## config.mk

```make
export PLATFORM = sky130hd
export DESIGN_NAME = icu_ctrl
export DESIGN_NICKNAME = d
export VERILOG_FILES = /design/src/icu_pkg.sv /design/src/icu_link_if.sv /design/src/icu_bus_watch.sv /design/src/icu_ctrl.sv
export VERILOG_INCLUDE_DIRS = /design/src
export SDC_FILE = /design/constraint.sdc
export NUM_CORES = 1
export LEC_CHECK = 0
export BUFFER_PORTS_ARGS = -buffer_cell sky130_fd_sc_hd__clkbuf_2
export CORE_MARGIN = 5
export CORE_UTILIZATION = 40
export DETAILED_ROUTE_END_ITERATION = 7
export PLACE_DENSITY = 0.73
export SLEW_MARGIN = 30
export SYNTH_ARGS = -nofsm -noshare
export SYNTH_HDL_FRONTEND = slang
export SYNTH_SLANG_ARGS = --single-unit
```

## constraint.sdc

```tcl
create_clock -name pclk -period 2.3 [get_ports pclk]
set_input_delay 0.46 -clock pclk [delete_from_list [all_inputs] [get_ports pclk]]
set_output_delay 0.46 -clock pclk [all_outputs]
set_load 0.01 [all_outputs]
```

## src/icu_defs.svh

```systemverilog
// constants of the serial bus control block: offsets, field positions, resets, address bytes
// assumes inclusion by bare name from the package and modules
`ifndef ICU_DEFS_SVH
`define ICU_DEFS_SVH

// register byte offsets on the APB side
`define ICU_CTRL_OFF      12'h000
`define ICU_ADDR_OFF      12'h004
`define ICU_STAT_OFF      12'h008

// bus_control_word field positions
`define ICU_PORT_ON       15
`define ICU_HALT_IDLE     13
`define ICU_CLK_REL       12
`define ICU_ACCEPT_ALL    11
`define ICU_LONG_ADDR     10
`define ICU_SLEW_OFF      9
`define ICU_SMB_THR       8
`define ICU_BCAST_ON      7
`define ICU_STRETCH       6

// reset values and writable mask
`define ICU_CTRL_RST      16'h1000
`define ICU_CTRL_WMASK    16'hBFC0
`define ICU_ADDR_RST      10'h000

// status field positions
`define ICU_ST_BUSY       0
`define ICU_ST_ADDRESSED  1
`define ICU_ST_TX         2
`define ICU_ST_HELD       3
`define ICU_ST_ACTIVE     4
`define ICU_ST_BCAST      5

// address byte constants
`define ICU_HDR10         5'h1E
`define ICU_BCAST_ADDR    8'h00
`define ICU_BYTE_BITS     4'h8

`endif

```

## src/icu_pkg.sv

```systemverilog
// types shared by the serial bus control block
// assumes icu_defs.svh on the include path
package icu_pkg;
`include "icu_defs.svh"

  typedef enum logic [5:0] {
    ICU_IDLE  = 6'h01,
    ICU_ADDR  = 6'h02,
    ICU_ADDR2 = 6'h04,
    ICU_ACK   = 6'h08,
    ICU_DATA  = 6'h10,
    ICU_TX    = 6'h20
  } icu_state_t;

  typedef logic [15:0] icu_word_t;
endpackage : icu_pkg

```

## src/icu_link_if.sv

```systemverilog
// carrier between the control register block and its bus watcher
// assumes both ends run on pclk
`timescale 1ns/1ps
interface icu_link_if;
  logic       scl_raw;
  logic       sda_raw;
  logic       enable;
  logic       accept_all;
  logic       long_addr;
  logic       bcast_on;
  logic [9:0] own_addr;
  logic       scl_level;
  logic       busy;
  logic       addressed;
  logic       transmitting;
  logic       ack_drive;
  logic       tx_begin;
  logic       rx_end;
  logic       bcast_hit;

  modport ctl (output scl_raw, sda_raw, enable, accept_all, long_addr, bcast_on, own_addr,
               input scl_level, busy, addressed, transmitting, ack_drive, tx_begin, rx_end,
               bcast_hit);
  modport mon (input scl_raw, sda_raw, enable, accept_all, long_addr, bcast_on, own_addr,
               output scl_level, busy, addressed, transmitting, ack_drive, tx_begin, rx_end,
               bcast_hit);
endinterface : icu_link_if

```

## src/icu_bus_watch.sv

```systemverilog
// slave side bus watcher: pin synchronisers, start/stop, address match, acknowledge
// assumes raw pin levels from another domain; sampled at 8x the bus clock or faster
`timescale 1ns/1ps
`include "icu_defs.svh"
module icu_bus_watch
  import icu_pkg::*;
(
  input wire logic pclk,
  input wire logic presetn,
  icu_link_if.mon  lk
);
  import icu_pkg::*;

  logic [1:0] scl_sync_reg;
  logic [1:0] sda_sync_reg;
  logic       scl_d_reg;
  logic       sda_d_reg;
  icu_state_t state_reg, state_next;
  logic [7:0] shift_reg, shift_next;
  logic [3:0] cnt_reg, cnt_next;
  logic       rd_reg, rd_next;
  logic       second_reg, second_next;
  logic       hdr10_reg, hdr10_next;
  logic       ack_reg, ack_next;
  logic       txb_reg, txb_next;
  logic       rxe_reg, rxe_next;
  logic       gc_reg, gc_next;

  always_ff @(posedge pclk or negedge presetn) begin
    if (!presetn) begin
      scl_sync_reg <= 2'h3;
      sda_sync_reg <= 2'h3;
      scl_d_reg    <= 1'b1;
      sda_d_reg    <= 1'b1;
    end else begin
      scl_sync_reg <= {scl_sync_reg[0], lk.scl_raw};
      sda_sync_reg <= {sda_sync_reg[0], lk.sda_raw};
      scl_d_reg    <= scl_sync_reg[1];
      sda_d_reg    <= sda_sync_reg[1];
    end
  end

  wire scl_s      = scl_sync_reg[1];
  wire sda_s      = sda_sync_reg[1];
  wire scl_rise   = scl_s & ~scl_d_reg;
  wire scl_fall   = ~scl_s & scl_d_reg;
  wire start_cond = scl_s & scl_d_reg & sda_d_reg & ~sda_s;
  wire stop_cond  = scl_s & scl_d_reg & ~sda_d_reg & sda_s;
  wire byte_done  = (cnt_reg == `ICU_BYTE_BITS);
  wire gc_match   = lk.bcast_on && (shift_reg == `ICU_BCAST_ADDR);
  wire hdr_match  = (shift_reg[7:3] == `ICU_HDR10) && (shift_reg[2:1] == lk.own_addr[9:8]);
  wire a7_match   = (shift_reg[7:1] == lk.own_addr[6:0]);
  // without accept-all, a long read header is only honoured after a full long address match
  wire long_ok    = hdr_match & (~shift_reg[0] | hdr10_reg);
  wire first_ack  = lk.accept_all | gc_match | (lk.long_addr ? long_ok : a7_match);
  wire need_2nd   = lk.long_addr & ~lk.accept_all & ~gc_match & ~shift_reg[0];
  wire second_ack = lk.accept_all | (shift_reg == lk.own_addr[7:0]);

  always_comb begin
    state_next  = state_reg;
    shift_next  = shift_reg;
    cnt_next    = cnt_reg;
    rd_next     = rd_reg;
    second_next = second_reg;
    hdr10_next  = hdr10_reg;
    ack_next    = ack_reg;
    txb_next    = 1'b0;
    rxe_next    = 1'b0;
    gc_next     = 1'b0;
    if (!lk.enable || stop_cond) begin
      state_next = ICU_IDLE;
      ack_next   = 1'b0;
      hdr10_next = 1'b0;
    end else if (start_cond) begin
      state_next = ICU_ADDR;
      cnt_next   = 4'h0;
      ack_next   = 1'b0;
    end else if (scl_rise && !byte_done &&
                 (state_reg == ICU_ADDR || state_reg == ICU_ADDR2 || state_reg == ICU_DATA)) begin
      shift_next = {shift_reg[6:0], sda_s};
      cnt_next   = cnt_reg + 4'h1;
    end else if (scl_fall) begin
      case (state_reg)
        ICU_ADDR: if (byte_done) begin
          state_next  = first_ack ? ICU_ACK : ICU_IDLE;
          ack_next    = first_ack;
          rd_next     = shift_reg[0] & ~gc_match;
          second_next = need_2nd;
          gc_next     = first_ack & gc_match;
        end
        ICU_ADDR2: if (byte_done) begin
          state_next  = second_ack ? ICU_ACK : ICU_IDLE;
          ack_next    = second_ack;
          hdr10_next  = second_ack;
          second_next = 1'b0;
          rd_next     = 1'b0;
        end
        ICU_DATA: if (byte_done) begin
          state_next = ICU_ACK;
          ack_next   = 1'b1;
          rxe_next   = 1'b1;
        end
        ICU_ACK: begin
          ack_next = 1'b0;
          cnt_next = 4'h0;
          if (second_reg) begin
            state_next = ICU_ADDR2;
          end else if (rd_reg) begin
            state_next = ICU_TX;
            txb_next   = 1'b1;
          end else begin
            state_next = ICU_DATA;
          end
        end
        ICU_IDLE, ICU_TX: state_next = state_reg;
        default: state_next = ICU_IDLE;
      endcase
    end
  end

  always_ff @(posedge pclk or negedge presetn) begin
    if (!presetn) begin
      state_reg  <= ICU_IDLE;
      shift_reg  <= 8'h00;
      cnt_reg    <= 4'h0;
      rd_reg     <= 1'b0;
      second_reg <= 1'b0;
      hdr10_reg  <= 1'b0;
      ack_reg    <= 1'b0;
      txb_reg    <= 1'b0;
      rxe_reg    <= 1'b0;
      gc_reg     <= 1'b0;
    end else begin
      state_reg  <= state_next;
      shift_reg  <= shift_next;
      cnt_reg    <= cnt_next;
      rd_reg     <= rd_next;
      second_reg <= second_next;
      hdr10_reg  <= hdr10_next;
      ack_reg    <= ack_next;
      txb_reg    <= txb_next;
      rxe_reg    <= rxe_next;
      gc_reg     <= gc_next;
    end
  end

  assign lk.scl_level    = scl_s;
  assign lk.busy         = (state_reg != ICU_IDLE);
  assign lk.addressed    = (state_reg == ICU_ACK) || (state_reg == ICU_DATA) ||
                           (state_reg == ICU_TX) || (state_reg == ICU_ADDR2);
  assign lk.transmitting = (state_reg == ICU_TX);
  assign lk.ack_drive    = ack_reg;
  assign lk.tx_begin     = txb_reg;
  assign lk.rx_end       = rxe_reg;
  assign lk.bcast_hit    = gc_reg;
endmodule : icu_bus_watch

```

## src/icu_ctrl.sv

```systemverilog
// serial bus port control: APB register file, clock release and stretch, pin ownership
// assumes APB master on pclk; pins are open drain, resolved outside; idle request on pclk
// Overview of operation
// - as slave, release the clock line when release is 1, hold it low when 0
// - without stretch, software only sets release; hardware clears it on slave transmit start
// - accept-all set acknowledges every address; clear uses normal address matching
// - slew-limit-off set disables pin slew-rate control; clear keeps it enabled
// - smbus threshold set selects SMBus input levels; clear keeps standard levels
`timescale 1ns/1ps
`include "icu_defs.svh"
module icu_ctrl
  import icu_pkg::*;
(
  input  wire logic        pclk,
  input  wire logic        presetn,
  input  wire logic        psel,
  input  wire logic        penable,
  input  wire logic        pwrite,
  input  wire logic [11:0] paddr,
  input  wire logic [31:0] pwdata,
  input  wire logic [3:0]  pstrb,
  output logic      [31:0] prdata,
  output logic             pready,
  output logic             pslverr,
  input  wire logic        cpu_idle,
  input  wire logic        serial_clock_pin_in,
  output logic             serial_clock_pin_out,
  output logic             serial_clock_pin_oe,
  input  wire logic        serial_data_pin_in,
  output logic             serial_data_pin_out,
  output logic             serial_data_pin_oe,
  input  wire logic        port_clock_out,
  input  wire logic        port_clock_oe,
  input  wire logic        port_data_out,
  input  wire logic        port_data_oe,
  output logic             pins_owned,
  output logic             slew_limit_off,
  output logic             smbus_threshold_sel
);
  import icu_pkg::*;

  ////////////////////////////////////////////////////////////////////////////////
  // register state

  icu_word_t   ctrl_reg, ctrl_next;
  logic [9:0]  addr_reg, addr_next;
  logic        bcast_seen_reg, bcast_seen_next;
  logic        hold_reg, hold_next;
  logic        pready_reg;
  logic        pslverr_reg;
  logic [31:0] prdata_reg;
  logic        scl_out_reg, scl_oe_reg;
  logic        sda_out_reg, sda_oe_reg;
  logic        owned_reg;
  logic        slew_reg;
  logic        smb_reg;

  icu_link_if lk ();

  ////////////////////////////////////////////////////////////////////////////////
  // control fields

  wire port_on               = ctrl_reg[`ICU_PORT_ON];
  wire halt_when_idle        = ctrl_reg[`ICU_HALT_IDLE];
  wire clock_line_release    = ctrl_reg[`ICU_CLK_REL];
  wire management_accept_all = ctrl_reg[`ICU_ACCEPT_ALL];
  wire long_slave_address_sel = ctrl_reg[`ICU_LONG_ADDR];
  wire slew_off_bit          = ctrl_reg[`ICU_SLEW_OFF];
  wire smb_bit               = ctrl_reg[`ICU_SMB_THR];
  wire broadcast_call_irq_on = ctrl_reg[`ICU_BCAST_ON];
  wire stretch_allow         = ctrl_reg[`ICU_STRETCH];

  // idle with halt set behaves as switched off, but pins stay owned
  wire running = port_on & ~(halt_when_idle & cpu_idle);

  ////////////////////////////////////////////////////////////////////////////////
  // bus watcher

  assign lk.scl_raw    = serial_clock_pin_in;
  assign lk.sda_raw    = serial_data_pin_in;
  assign lk.enable     = running;
  assign lk.accept_all = management_accept_all;
  assign lk.long_addr  = long_slave_address_sel;
  assign lk.bcast_on   = broadcast_call_irq_on;
  assign lk.own_addr   = addr_reg;

  icu_bus_watch u_watch (
    .pclk    (pclk),
    .presetn (presetn),
    .lk      (lk.mon)
  );

  ////////////////////////////////////////////////////////////////////////////////
  // APB decode

  function automatic logic hit(input logic [11:0] a, input logic [11:0] off);
    hit = (a[11:2] == off[11:2]);
  endfunction : hit

  wire hit_ctrl  = hit(paddr, `ICU_CTRL_OFF);
  wire hit_addr  = hit(paddr, `ICU_ADDR_OFF);
  wire hit_stat  = hit(paddr, `ICU_STAT_OFF);
  wire mapped    = hit_ctrl | hit_addr | hit_stat;
  // one wait state: pready is a flop, so the access phase lasts two cycles
  wire access    = psel & penable & ~pready_reg;
  wire commit    = psel & penable & pready_reg;
  wire wr_commit = commit & pwrite & mapped;
  wire lo_lane   = pstrb[0];
  wire hi_lane   = pstrb[1];

  wire [15:0] lane_mask = {{8{hi_lane}}, {8{lo_lane}}} & `ICU_CTRL_WMASK;
  wire [15:0] ctrl_wval = (ctrl_reg & ~lane_mask) | (pwdata[15:0] & lane_mask);

  ////////////////////////////////////////////////////////////////////////////////
  // status and read data

  wire [5:0] status_bits = {bcast_seen_reg, running, hold_reg, lk.transmitting,
                            lk.addressed, lk.busy};

  wire [31:0] rd_value = hit_ctrl ? {16'h0000, ctrl_reg} :
                         hit_addr ? {22'h000000, addr_reg} :
                         hit_stat ? {26'h0000000, status_bits} :
                                    32'h00000000;

  ////////////////////////////////////////////////////////////////////////////////
  // next values

  // release may be cleared by hardware while software writes; hardware clear wins
  wire rel_hw_clear = lk.tx_begin | (stretch_allow & lk.rx_end);
  // without stretch a write of 0 to release leaves it unchanged
  wire rel_sw_value = (stretch_allow | ctrl_wval[`ICU_CLK_REL]) ?
                      ctrl_wval[`ICU_CLK_REL] : clock_line_release;

  always_comb begin
    ctrl_next = ctrl_reg;
    if (wr_commit && hit_ctrl) begin
      ctrl_next                = ctrl_wval;
      ctrl_next[`ICU_CLK_REL]  = rel_sw_value;
    end
    if (rel_hw_clear) begin
      ctrl_next[`ICU_CLK_REL]  = 1'b0;
    end
  end

  always_comb begin
    addr_next = addr_reg;
    if (wr_commit && hit_addr) begin
      if (lo_lane) begin
        addr_next[7:0] = pwdata[7:0];
      end
      if (hi_lane) begin
        addr_next[9:8] = pwdata[9:8];
      end
    end
  end

  // write one clears; a new hit in the same cycle keeps the flag
  always_comb begin
    bcast_seen_next = bcast_seen_reg;
    if (wr_commit && hit_stat && lo_lane && pwdata[`ICU_ST_BCAST]) begin
      bcast_seen_next = 1'b0;
    end
    if (lk.bcast_hit) begin
      bcast_seen_next = 1'b1;
    end
  end

  // stretch starts only while the clock is already low, never cutting a high phase
  always_comb begin
    hold_next = running & lk.addressed & ~clock_line_release &
                (hold_reg | ~lk.scl_level);
  end

  ////////////////////////////////////////////////////////////////////////////////
  // pin ownership; open drain, so the serial side only ever drives low

  wire scl_oe_next  = port_on ? hold_reg : port_clock_oe;
  wire scl_out_next = port_on ? 1'b0 : port_clock_out;
  wire sda_oe_next  = port_on ? (running & lk.ack_drive) : port_data_oe;
  wire sda_out_next = port_on ? 1'b0 : port_data_out;

  ////////////////////////////////////////////////////////////////////////////////
  // flops

  always_ff @(posedge pclk or negedge presetn) begin
    if (!presetn) begin
      ctrl_reg       <= `ICU_CTRL_RST;
      addr_reg       <= `ICU_ADDR_RST;
      bcast_seen_reg <= 1'b0;
      hold_reg       <= 1'b0;
    end else begin
      ctrl_reg       <= ctrl_next;
      addr_reg       <= addr_next;
      bcast_seen_reg <= bcast_seen_next;
      hold_reg       <= hold_next;
    end
  end

  always_ff @(posedge pclk or negedge presetn) begin
    if (!presetn) begin
      pready_reg  <= 1'b0;
      pslverr_reg <= 1'b0;
      prdata_reg  <= 32'h00000000;
    end else begin
      pready_reg  <= access;
      pslverr_reg <= access & ~mapped;
      prdata_reg  <= (access & ~pwrite) ? rd_value : 32'h00000000;
    end
  end

  always_ff @(posedge pclk or negedge presetn) begin
    if (!presetn) begin
      scl_out_reg <= 1'b0;
      scl_oe_reg  <= 1'b0;
      sda_out_reg <= 1'b0;
      sda_oe_reg  <= 1'b0;
      owned_reg   <= 1'b0;
    end else begin
      scl_out_reg <= scl_out_next;
      scl_oe_reg  <= scl_oe_next;
      sda_out_reg <= sda_out_next;
      sda_oe_reg  <= sda_oe_next;
      owned_reg   <= port_on;
    end
  end

  // pad controls follow the register one cycle later
  always_ff @(posedge pclk or negedge presetn) begin
    if (!presetn) begin
      slew_reg <= 1'b0;
      smb_reg  <= 1'b0;
    end else begin
      slew_reg <= slew_off_bit;
      smb_reg  <= smb_bit;
    end
  end

  ////////////////////////////////////////////////////////////////////////////////
  // outputs

  assign prdata               = prdata_reg;
  assign pready               = pready_reg;
  assign pslverr              = pslverr_reg;
  assign serial_clock_pin_out = scl_out_reg;
  assign serial_clock_pin_oe  = scl_oe_reg;
  assign serial_data_pin_out  = sda_out_reg;
  assign serial_data_pin_oe   = sda_oe_reg;
  assign pins_owned           = owned_reg;
  assign slew_limit_off       = slew_reg;
  assign smbus_threshold_sel  = smb_reg;
endmodule : icu_ctrl

```

==> flow_metrics.env, run 1 <==
export IMPL_status="finished, final reports clean"
export IMPL_rows=35
export IMPL_syn_avg_cell_area_sq_um=11.36
export IMPL_synth_top_cell_by_area="dfrtp_1"
export IMPL_initial_core_util=0.4055
export IMPL_ys_async_sr_fraction=1.000
export IMPL_ys_types=58
export IMPL_num_vias=2646
export IMPL_r2r_start="u_watch.cnt_reg[0]"
export IMPL_clock_sinks=76
export IMPL_numCtsBuffers=9
export IMPL_cap_violations=0
export IMPL_synth_seq_cells=76
export IMPL_ff2ff_path_depth=9
export IMPL_dp_final_hpwl_mm=5.963
export IMPL_fillers=835
export IMPL_period_needed_ns=2.064
export IMPL_max_freq_ghz=0.4845
export IMPL_grt_overflow_total=0
export IMPL_r2r_slack_ns=0.24
export IMPL_wl_per_cell_um=15.51
export IMPL_dp_cells=493
export IMPL_die_h_um=106.1
export IMPL_grt_pass1_wl_mm=13.12
export IMPL_cts_buffer_depth=2
export IMPL_min_path_type="in2async"
export IMPL_utilization=0.4727
export IMPL_cellPowerDensity_mw_per_mm2=570.0
export IMPL_fin_setup_tns_ns=0
export IMPL_hold_viol=0
export IMPL_skew_ns=0.007882
export IMPL_required_ns=2.52
export IMPL_synth_top_flop_cell="dfrtp_1"
export IMPL_die_area_sq_mm=0.01126
export IMPL_totalWireLength_mm=7.881
export IMPL_worst_path_largest_cell_delay_ns=0.40
export IMPL_end_kind="register"
export IMPL_critPathArrivalTime_ns=2.28
export IMPL_drive_gt1_frac=0.3426
export IMPL_worst_path_max_fanout=4
export IMPL_cp_num_buf_inv=2
export IMPL_yosys_top_cells_count="68 x dfrtp_1, 28 x mux2_2, 21 x nand2_1, 21 x nor2_1, 18 x buf_4"
export IMPL_tritoncts="built"
export IMPL_synth_edf_count=0
export IMPL_gp_congestion=0.8433
export IMPL_drt_iter0_markers=155
export IMPL_nNetsFinal=455
export IMPL_worstSetupPathType="reg2reg"
export IMPL_die_width_um=106.1
export IMPL_antenna_found_initial=0
export IMPL_stdcell_count=508
export IMPL_yosysMostFrequentCell="dfrtp_1"
export IMPL_synth_top_area_share=0.4607
export IMPL_p_total_mw=2.454
export IMPL_peakVddDrop_mv=0.2713
export IMPL_core_sq_mm=0.009109
export IMPL_cts_root_buf="clkbuf_8"
export IMPL_viasPerCell=5.209
export IMPL_grt_pass1_vias=2710
export IMPL_cp_start_kind="register"
export IMPL_tightest_slew_ns=0.5766
export IMPL_setup_viol=0
export IMPL_clock_latency_ns=0.35
export IMPL_diodes=0
export IMPL_cts_hold_buffers=0
export IMPL_dpl_worst_slack_ns=0.05554
export IMPL_ys_seq_area_frac=0.5176
export IMPL_io_pins=101
export IMPL_synth_area_leaders="dfrtp_1 46%, mux2_2 8.5%, dfstp_2 5.7%"
export IMPL_leakage_nw=2.059
export IMPL_drt_first_pass_iters=4
export IMPL_crit_chain="inv_1 -> ha_1 -> and3b_1 -> nor4_2 -> nand4b_1 -> buf_4 -> a31o_2 -> o21ai_0 -> o41ai_1"
export IMPL_yosys_warnings=0
export IMPL_syn_to_final_growth_pct=16.57
export IMPL_h_tree_depth=3
export IMPL_slowest_stage="dfrtp_1"
export IMPL_io_buffers=62
export IMPL_drv_slew=0
export IMPL_fin_crit_sh=0.8974
export IMPL_cp_top_family="simple AND/OR/NAND/NOR gates"
export IMPL_rsz0062_at_grt="false"
export IMPL_grt_max_degree=46
export IMPL_route_detailed_drc=0
export IMPL_timing_rr_end="u_watch.cnt_reg[3]"
export IMPL_fin_ws_ns=0.2360
export IMPL_relSlewSlack=0.6148
export IMPL_syn_area_sq_mm=0.003694
export IMPL_grtUsageTotal=0.1470
export IMPL_clkTransAtPathRegs_ns=0.08
export IMPL_ant_nets=0
export IMPL_synthCells=325
-- cell usage in the layout (no fill, tap or decap), types with 3 or more instances in the layout --
master       n
and2_1       4
o21ai_0     12
nor2b_1     12
clkbuf_8     9
dfrtp_1     68
nand4_1      4
dfstp_2      8
xnor2_1     10
inv_1        6
nand2b_1     5
mux2_2      28
nor3_1       8
nand3_1      8
clkbuf_2    61
clkinvlp_4   3
buf_4        8
nor4b_1      5
a21oi_1      4
conb_1      17
nand2_1     21
nor2_1      21
a22oi_1      4
nand4b_1     5
mux2i_1      5
xor2_1      11
-- kinds of logic after synthesis --
group,after synthesis,share of synthesized area
and+or+nand+nor,115,0.1860
DFF,76,0.5176
adders and majority gates,2,0.006774
muxes,33,0.09892
other,1,0.001015
AOI/OAI and AO/OA,41,0.08266
buffers and inverters,36,0.05725
xor gates and xnor gates,21,0.04980
-- power by group --
group	switching, mW	leakage, nW	internal [mW]
Sequential	0.00737	1.02	1.35
Clock	0.484	0.0873	0.494
Combinational	0.0749	0.949	0.0425
Total	0.567	2.06	1.89
-- layout make-up --
| type | count | area, sq um | area share |
|---|---|---|---|
| clock buffers | 9 | 123.9 | 0.02877 |
| clock inverters | 6 | 66.31 | 0.01540 |
| inverters | 6 | 22.52 | 0.005231 |
| multi-input cells | 229 | 1637 | 0.3801 |
| flip-flops and latches | 76 | 1912 | 0.4441 |
| well taps | 111 | 138.9 | 0.03226 |
| repair buffers | 71 | 405.4 | 0.09416 |
-- timing repair --
action | CTS | global route
setup buffers | 0 | 0
endpoints found under the setup margin | 0 | 10
resized for setup | 0 | 1
-- worst max path at each step --
stage                                  start                    to  slack [ns]  cells after the start
after floorplan           u_watch.cnt_reg[0]  u_watch.shift_reg[0]        0.28                      8
after global placement              paddr[9]           addr_reg[2]        0.09                      6
after detailed placement            paddr[9]           addr_reg[2]        0.06                      6
after CTS                 u_watch.cnt_reg[0]    u_watch.cnt_reg[2]        0.17                      9
after global routing      u_watch.cnt_reg[0]    u_watch.cnt_reg[3]        0.08                      9
final                     u_watch.cnt_reg[0]    u_watch.cnt_reg[3]        0.24                      9
-- per-stage QoR --
step                cell area, sq um  hold WS (ns)
floorplan                       3754        0.1644
global placement                4109        0.3465
detailed placement              4109        0.3472
CTS                             4299       0.04340
global route                    4305       0.06569
finish                          4305       0.04426
-- routing by layer --
layer,up-vias,global-route usage,wire length [um]
li1,1251,-,-
met1,1295,0.1794,3349
met2,86,0.2473,3914
met3,14,0.03339,455
met4,0,0.06753,162
met5,-,0,0
(Power assumes the default switching activity.)
==> run 2: changes to the inputs <==
- CELL_PAD_IN_SITES_DETAIL_PLACEMENT: not set -> 0
- CELL_PAD_IN_SITES_GLOBAL_PLACEMENT: not set -> 1
- PLACE_DENSITY: 0.73 -> 0.88
==> run 2 against run 1 <==
Net effect: worst setup slack improved by 0.0051 ns; sequential power about the same; first-iteration DRC count decreased by 15%; maximum frequency increased by 0.25%; via count decreased by 1.0%; non-clock buffer count increased by 1; hold slack improved by 0.024 ns; total power increased by 5.8%; register-to-register slack about the same; die area unchanged; largest power group unchanged; highest routed layer unchanged.
==> flow_metrics.env, run 2 (synthesized netlist as in run 1, its figures left out) <==
export IMPL_status="finished, final reports clean"
export IMPL_critPathLaunch="u_watch.cnt_reg[0]"
export IMPL_ff2ff_path_depth=9
export IMPL_clkTransAtPathRegs_ns=0.08
export IMPL_r2r_slack_ns=0.24
export IMPL_wl_per_cell_um=15.05
export IMPL_route_detailed_drc=0
export IMPL_cts_setup_buffers=0
export IMPL_crit_chain="inv_1 -> ha_1 -> and3b_1 -> nor4_2 -> nand4b_1 -> buf_4 -> a31o_2 -> o21ai_1 -> o41ai_1"
export IMPL_core_sq_mm=0.009109
export IMPL_worstSetupPathType="reg2reg"
export IMPL_setup_viol=0
export IMPL_antenna_found_initial=0
export IMPL_totalWireLength_mm=7.673
export IMPL_rows=35
export IMPL_initial_core_util=0.4055
export IMPL_diodes=0
export IMPL_ant_nets=0
export IMPL_critPathArrivalTime_ns=2.28
export IMPL_rsz0062_at_grt="false"
export IMPL_nNetsFinal=456
export IMPL_die_width_um=106.1
export IMPL_drv_slew=0
export IMPL_cts_buffer_depth=2
export IMPL_slowest_stage="dfrtp_1"
export IMPL_period_needed_ns=2.059
export IMPL_min_path_type="in2async"
export IMPL_required_ns=2.52
export IMPL_tritoncts="built"
export IMPL_max_freq_ghz=0.4857
export IMPL_worst_path_max_fanout=4
export IMPL_clock_sinks=76
export IMPL_fin_setup_tns_ns=0
export IMPL_grt_pass1_wl_mm=12.56
export IMPL_end_kind="register"
export IMPL_cts_hold_buffers=0
export IMPL_gp_congestion=0.8263
export IMPL_skew_ns=0.009327
export IMPL_cap_violations=0
export IMPL_timing_rr_end="u_watch.cnt_reg[3]"
export IMPL_drive_gt1_frac=0.3459
export IMPL_die_area_sq_mm=0.01126
export IMPL_fillers=841
export IMPL_worst_path_largest_cell_delay_ns=0.39
export IMPL_peakVddDrop_mv=0.2879
export IMPL_io_buffers=62
export IMPL_io_pins=101
export IMPL_mostFrequentLayoutCells="68 x dfrtp_1, 61 x clkbuf_2, 28 x mux2_2"
export IMPL_grt_pass1_vias=2574
export IMPL_viasPerCell=5.135
export IMPL_drt_iter0_markers=131
export IMPL_leakage_nw=2.079
export IMPL_dp_final_hpwl_mm=5.859
export IMPL_syn_to_final_growth_pct=17.62
export IMPL_cp_start_kind="register"
export IMPL_grt_overflow_total=0
export IMPL_fin_crit_sh=0.8952
export IMPL_numCtsBuffers=9
export IMPL_grt_max_degree=40
export IMPL_grtUsageTotal=0.1401
export IMPL_cts_root_buf="clkbuf_8"
export IMPL_hold_viol=0
export IMPL_clock_latency_ns=0.35
export IMPL_cellPowerDensity_mw_per_mm2=597.8
export IMPL_layout_commonest_cell="dfrtp_1"
export IMPL_r2r_start="u_watch.cnt_reg[0]"
export IMPL_hold_slack_ns=0.06859
export IMPL_h_tree_depth=3
export IMPL_num_vias=2619
export IMPL_die_h_um=106.1
export IMPL_drt_first_pass_iters=4
-- run 2: cell type report --
class                           instances  area (sq um)  area share
Sequential cell                        76          1912      0.4401
Tap cell                              111         138.9     0.03197
Clock buffer                           10         137.6     0.03168
Multi-Input combinational cell        229          1645      0.3787
Timing Repair Buffer                   72         400.4     0.09217
Clock inverter                          6         87.58     0.02016
Inverter                                6         22.52    0.005184
-- run 2: worst max-delay path, delay by kind of cell, from the launching register on --
family | cells | cell delay [ns]
simple gates | 3 | 0.60
compound gates | 3 | 0.49
flops | 1 | 0.39
fa+ha+maj | 1 | 0.20
buf+inv | 2 | 0.25
-- run 2: repair_timing --
item                       4_1_cts  5_1_grt
gates resized for setup          0        3
hold endpoints to repair         0        0
setup endpoints to repair        0        2
-- run 2: worst max path at each step --
stage | endpoint | slack, ns | depth (start not counted)
finish | u_watch.cnt_reg[3] | 0.24 | 9
global route | u_watch.cnt_reg[3] | 0.03 | 9
CTS | u_watch.cnt_reg[3] | 0.08 | 9
detailed placement | addr_reg[7] | 0.05 | 6
global placement | addr_reg[5] | 0.09 | 6
floorplan | u_watch.shift_reg[0] | 0.28 | 8
-- run 2: per-stage QoR --
stage	std cells	total power [mW]	util	setup WS, ns	cell area (sq um)
global placement	494	1.501	0.4505	0.08987	4104
CTS	510	2.629	0.4753	0.07691	4329
detailed placement	494	1.504	0.4505	0.05279	4104
finish	510	2.597	0.4769	0.2411	4344
floorplan	341	1.448	-	0.2786	3754
global route	510	2.706	0.4769	0.03013	4344
-- run 2: power breakdown --
part	total [mW]	switching, mW	internal [mW]
Sequential	1.36	0.00749	1.35
Clock	1.12	0.483	0.638
Combinational	0.118	0.0741	0.0436
-- run 2: layer usage --
metal / wire (um) / vias to the layer above / global-route usage
met5: 0 / - / 0
met4: 149 / 0 / 0.05735
met3: 388 / 15 / 0.03097
met2: 3733 / 66 / 0.2204
met1: 3401 / 1285 / 0.1876
li1: - / 1253 / -
==> run 3: changes to the inputs <==
- CELL_PAD_IN_SITES_DETAIL_PLACEMENT: 0 -> not set
- CELL_PAD_IN_SITES_GLOBAL_PLACEMENT: 1 -> not set
- CORE_MARGIN: 5 -> not set
- PLACE_DENSITY: 0.88 -> 0.73
==> run 3 against run 2 <==
Net effect: the flow now finishes with violations (design-rule violations); critical path depth is the same; first-iteration DRC count shrank 4.6%; maximum frequency grew 1.1%; sequential power is essentially flat; register-to-register slack gained 0.02 ns; global-route usage grew 2.2 points; hold slack gained 0.012 ns; routed wire length shrank 5.0%; via count is essentially flat.
==> flow_metrics.env, run 3 (synthesized netlist as in run 1, its figures left out) <==
export IMPL_status="finished, violations left"
export IMPL_violations="design-rule violations"
export IMPL_required_ns=2.52
export IMPL_grt_overflow_total=0
export IMPL_dp_final_hpwl_mm=5.490
export IMPL_tritoncts="built"
export IMPL_initial_core_util=0.4174
export IMPL_hold_viol=0
export IMPL_ant_nets=0
export IMPL_peakVddDrop_mv=0.2799
export IMPL_syn_to_final_growth_pct=18.29
export IMPL_internal_power_mw=2.066
export IMPL_clkTransAtPathRegs_ns=0.08
export IMPL_h_tree_depth=3
export IMPL_grt_pass1_wl_mm=12.30
export IMPL_leakage_nw=2.100
export IMPL_num_vias=2617
export IMPL_viasPerCell=5.141
export IMPL_nNetsFinal=458
export IMPL_totalWireLength_mm=7.290
export IMPL_die_width_um=98.09
export IMPL_cp_start_kind="register"
export IMPL_utilization=0.4938
export IMPL_core_sq_mm=0.008848
export IMPL_cap_violations=0
export IMPL_numCtsBuffers=9
export IMPL_rsz0062_at_grt="false"
export IMPL_rows=34
export IMPL_fin_crit_sh=0.8852
export IMPL_max_freq_ghz=0.4912
export IMPL_gp_congestion=0.8754
export IMPL_diodes=0
export IMPL_setup_viol=0
export IMPL_drt_first_pass_iters=8
export IMPL_clock_latency_ns=0.34
export IMPL_layout_commonest_cell="dfrtp_1"
export IMPL_cts_hold_buffers=0
export IMPL_drt_iter0_markers=125
export IMPL_wl_per_cell_um=14.32
export IMPL_p_comb_frac=0.045
export IMPL_grtUsageTotal=0.1617
export IMPL_die_area_sq_mm=0.009622
export IMPL_route_detailed_drc=13
export IMPL_skew_ns=0.009439
export IMPL_worst_path_largest_cell_delay_ns=0.40
export IMPL_mostFrequentLayoutCells="68 x dfrtp_1, 61 x clkbuf_2, 28 x mux2_2"
export IMPL_clkPwrFrac=0.438
export IMPL_crit_chain="inv_1 -> ha_1 -> and3b_1 -> nor4_2 -> nand4b_1 -> buf_4 -> a31o_2 -> o21ai_0 -> o41ai_1"
export IMPL_io_buffers=62
export IMPL_grt_pass1_vias=2563
export IMPL_worst_path_max_fanout=4
export IMPL_relSlewSlack=0.6677
export IMPL_fin_setup_tns_ns=0
export IMPL_clock_sinks=76
export IMPL_grt_max_degree=40
export IMPL_switching_power_uw=560.9
export IMPL_drive_gt1_frac=0.3491
export IMPL_p_seq_frac=0.517
export IMPL_period_needed_ns=2.036
export IMPL_cts_setup_buffers=0
export IMPL_min_path_type="in2async"
export IMPL_worstSetupPathType="reg2reg"
export IMPL_io_pins=101
export IMPL_drv_slew=0
export IMPL_critPathArrivalTime_ns=2.25
export IMPL_netSwitchingFraction=0.2135
export IMPL_antenna_found_initial=0
export IMPL_fillers=793
export IMPL_tightest_slew_ns=0.4933
export IMPL_end_kind="register"
export IMPL_cts_buffer_depth=2
export IMPL_slowest_stage="dfrtp_1"
export IMPL_cts_root_buf="clkbuf_8"
export IMPL_cellPowerDensity_mw_per_mm2=601.3
export IMPL_die_h_um=98.09
run 3: cell types whose count changed in the layout (fill, tap and decap cells not counted):
cell	before	now
buf_12	1	2
buf_4	10	11
clkbuf_8	10	11
clkinv_2	1	0
clkinv_4	0	1
clkinvlp_4	3	2
nor4_2	1	2
nor4_4	1	0
o21ai_0	11	12
o21ai_1	2	1
run 3: worst max-delay path: cells and delay by family, from the launching register on:
kind	cells	cell delay, ns
adder cells (fa/ha/maj)	1	0.20
AND/OR/NAND/NOR	3	0.58
buffers and inverters	2	0.26
AO/OA/AOI/OAI	3	0.48
flip-flops	1	0.40
run 3: through the flow:
step	setup WS (ns)	cells	hold slack (ns)	area (sq um)	power [mW]
2_1_floorplan	0.2786	341	0.1644	3754	1.448
5_1_grt	0.07294	509	0.1105	4369	2.736
3_5_place_dp	0.06588	493	0.3468	4128	1.503
3_3_place_gp	0.08693	493	0.3464	4128	1.501
6_report	0.2641	509	0.08105	4369	2.627
4_1_cts	0.1722	509	0.09010	4363	2.654
run 3: final cells by class:
class | count | area, sq um | share of cell area
sequential | 76 | 1912 | 0.4376
multi-input combinational | 229 | 1637 | 0.3746
timing repair buffer | 74 | 427.9 | 0.09794
clock buffer | 11 | 151.4 | 0.03465
tap | 108 | 135.1 | 0.03093
clock inverter | 5 | 83.83 | 0.01919
inverter | 6 | 22.52 | 0.005155
run 3: worst paths after layout:
check                                        start                 endpoint  slack (ns)  cells after the start
max in group asynchronous                  presetn              addr_reg[5]        1.65                      2
hold reg to reg            u_watch.sda_sync_reg[0]  u_watch.sda_sync_reg[1]        0.36                      0
hold / removal                             presetn       u_watch.cnt_reg[2]        0.08                      1
min in group pclk              serial_clock_pin_in  u_watch.scl_sync_reg[0]        0.19                      1
setup / recovery                u_watch.cnt_reg[0]       u_watch.cnt_reg[3]        0.26                      9
setup reg to reg                u_watch.cnt_reg[0]       u_watch.cnt_reg[3]        0.26                      9
run 3: what timing repair did:
| item | in CTS | in global routing |
|---|---|---|
| hold endpoints to repair | 0 | 0 |
| endpoints found under the setup margin | 0 | 9 |
| gates resized for setup | 0 | 1 |
run 3: power groups by stage:
stage,registers (mW),logic [mW],clock network [mW]
after detailed placement,1.38,0.119,0
final,1.36,0.117,1.15
after global placement,1.38,0.118,0
after global routing,1.36,0.134,1.24
after floorplan,1.39,0.0627,0
after CTS,1.36,0.120,1.18
run 3: per-layer routing:
metal,GRT usage,wire length (um),vias up,part of all wire
met2,0.2725,3475,79,0.48
met4,0.05944,104,0,0.014
met3,0.03006,360,10,0.049
met1,0.2072,3350,1268,0.46
met5,0,0,-,0
li1,-,-,1260,-
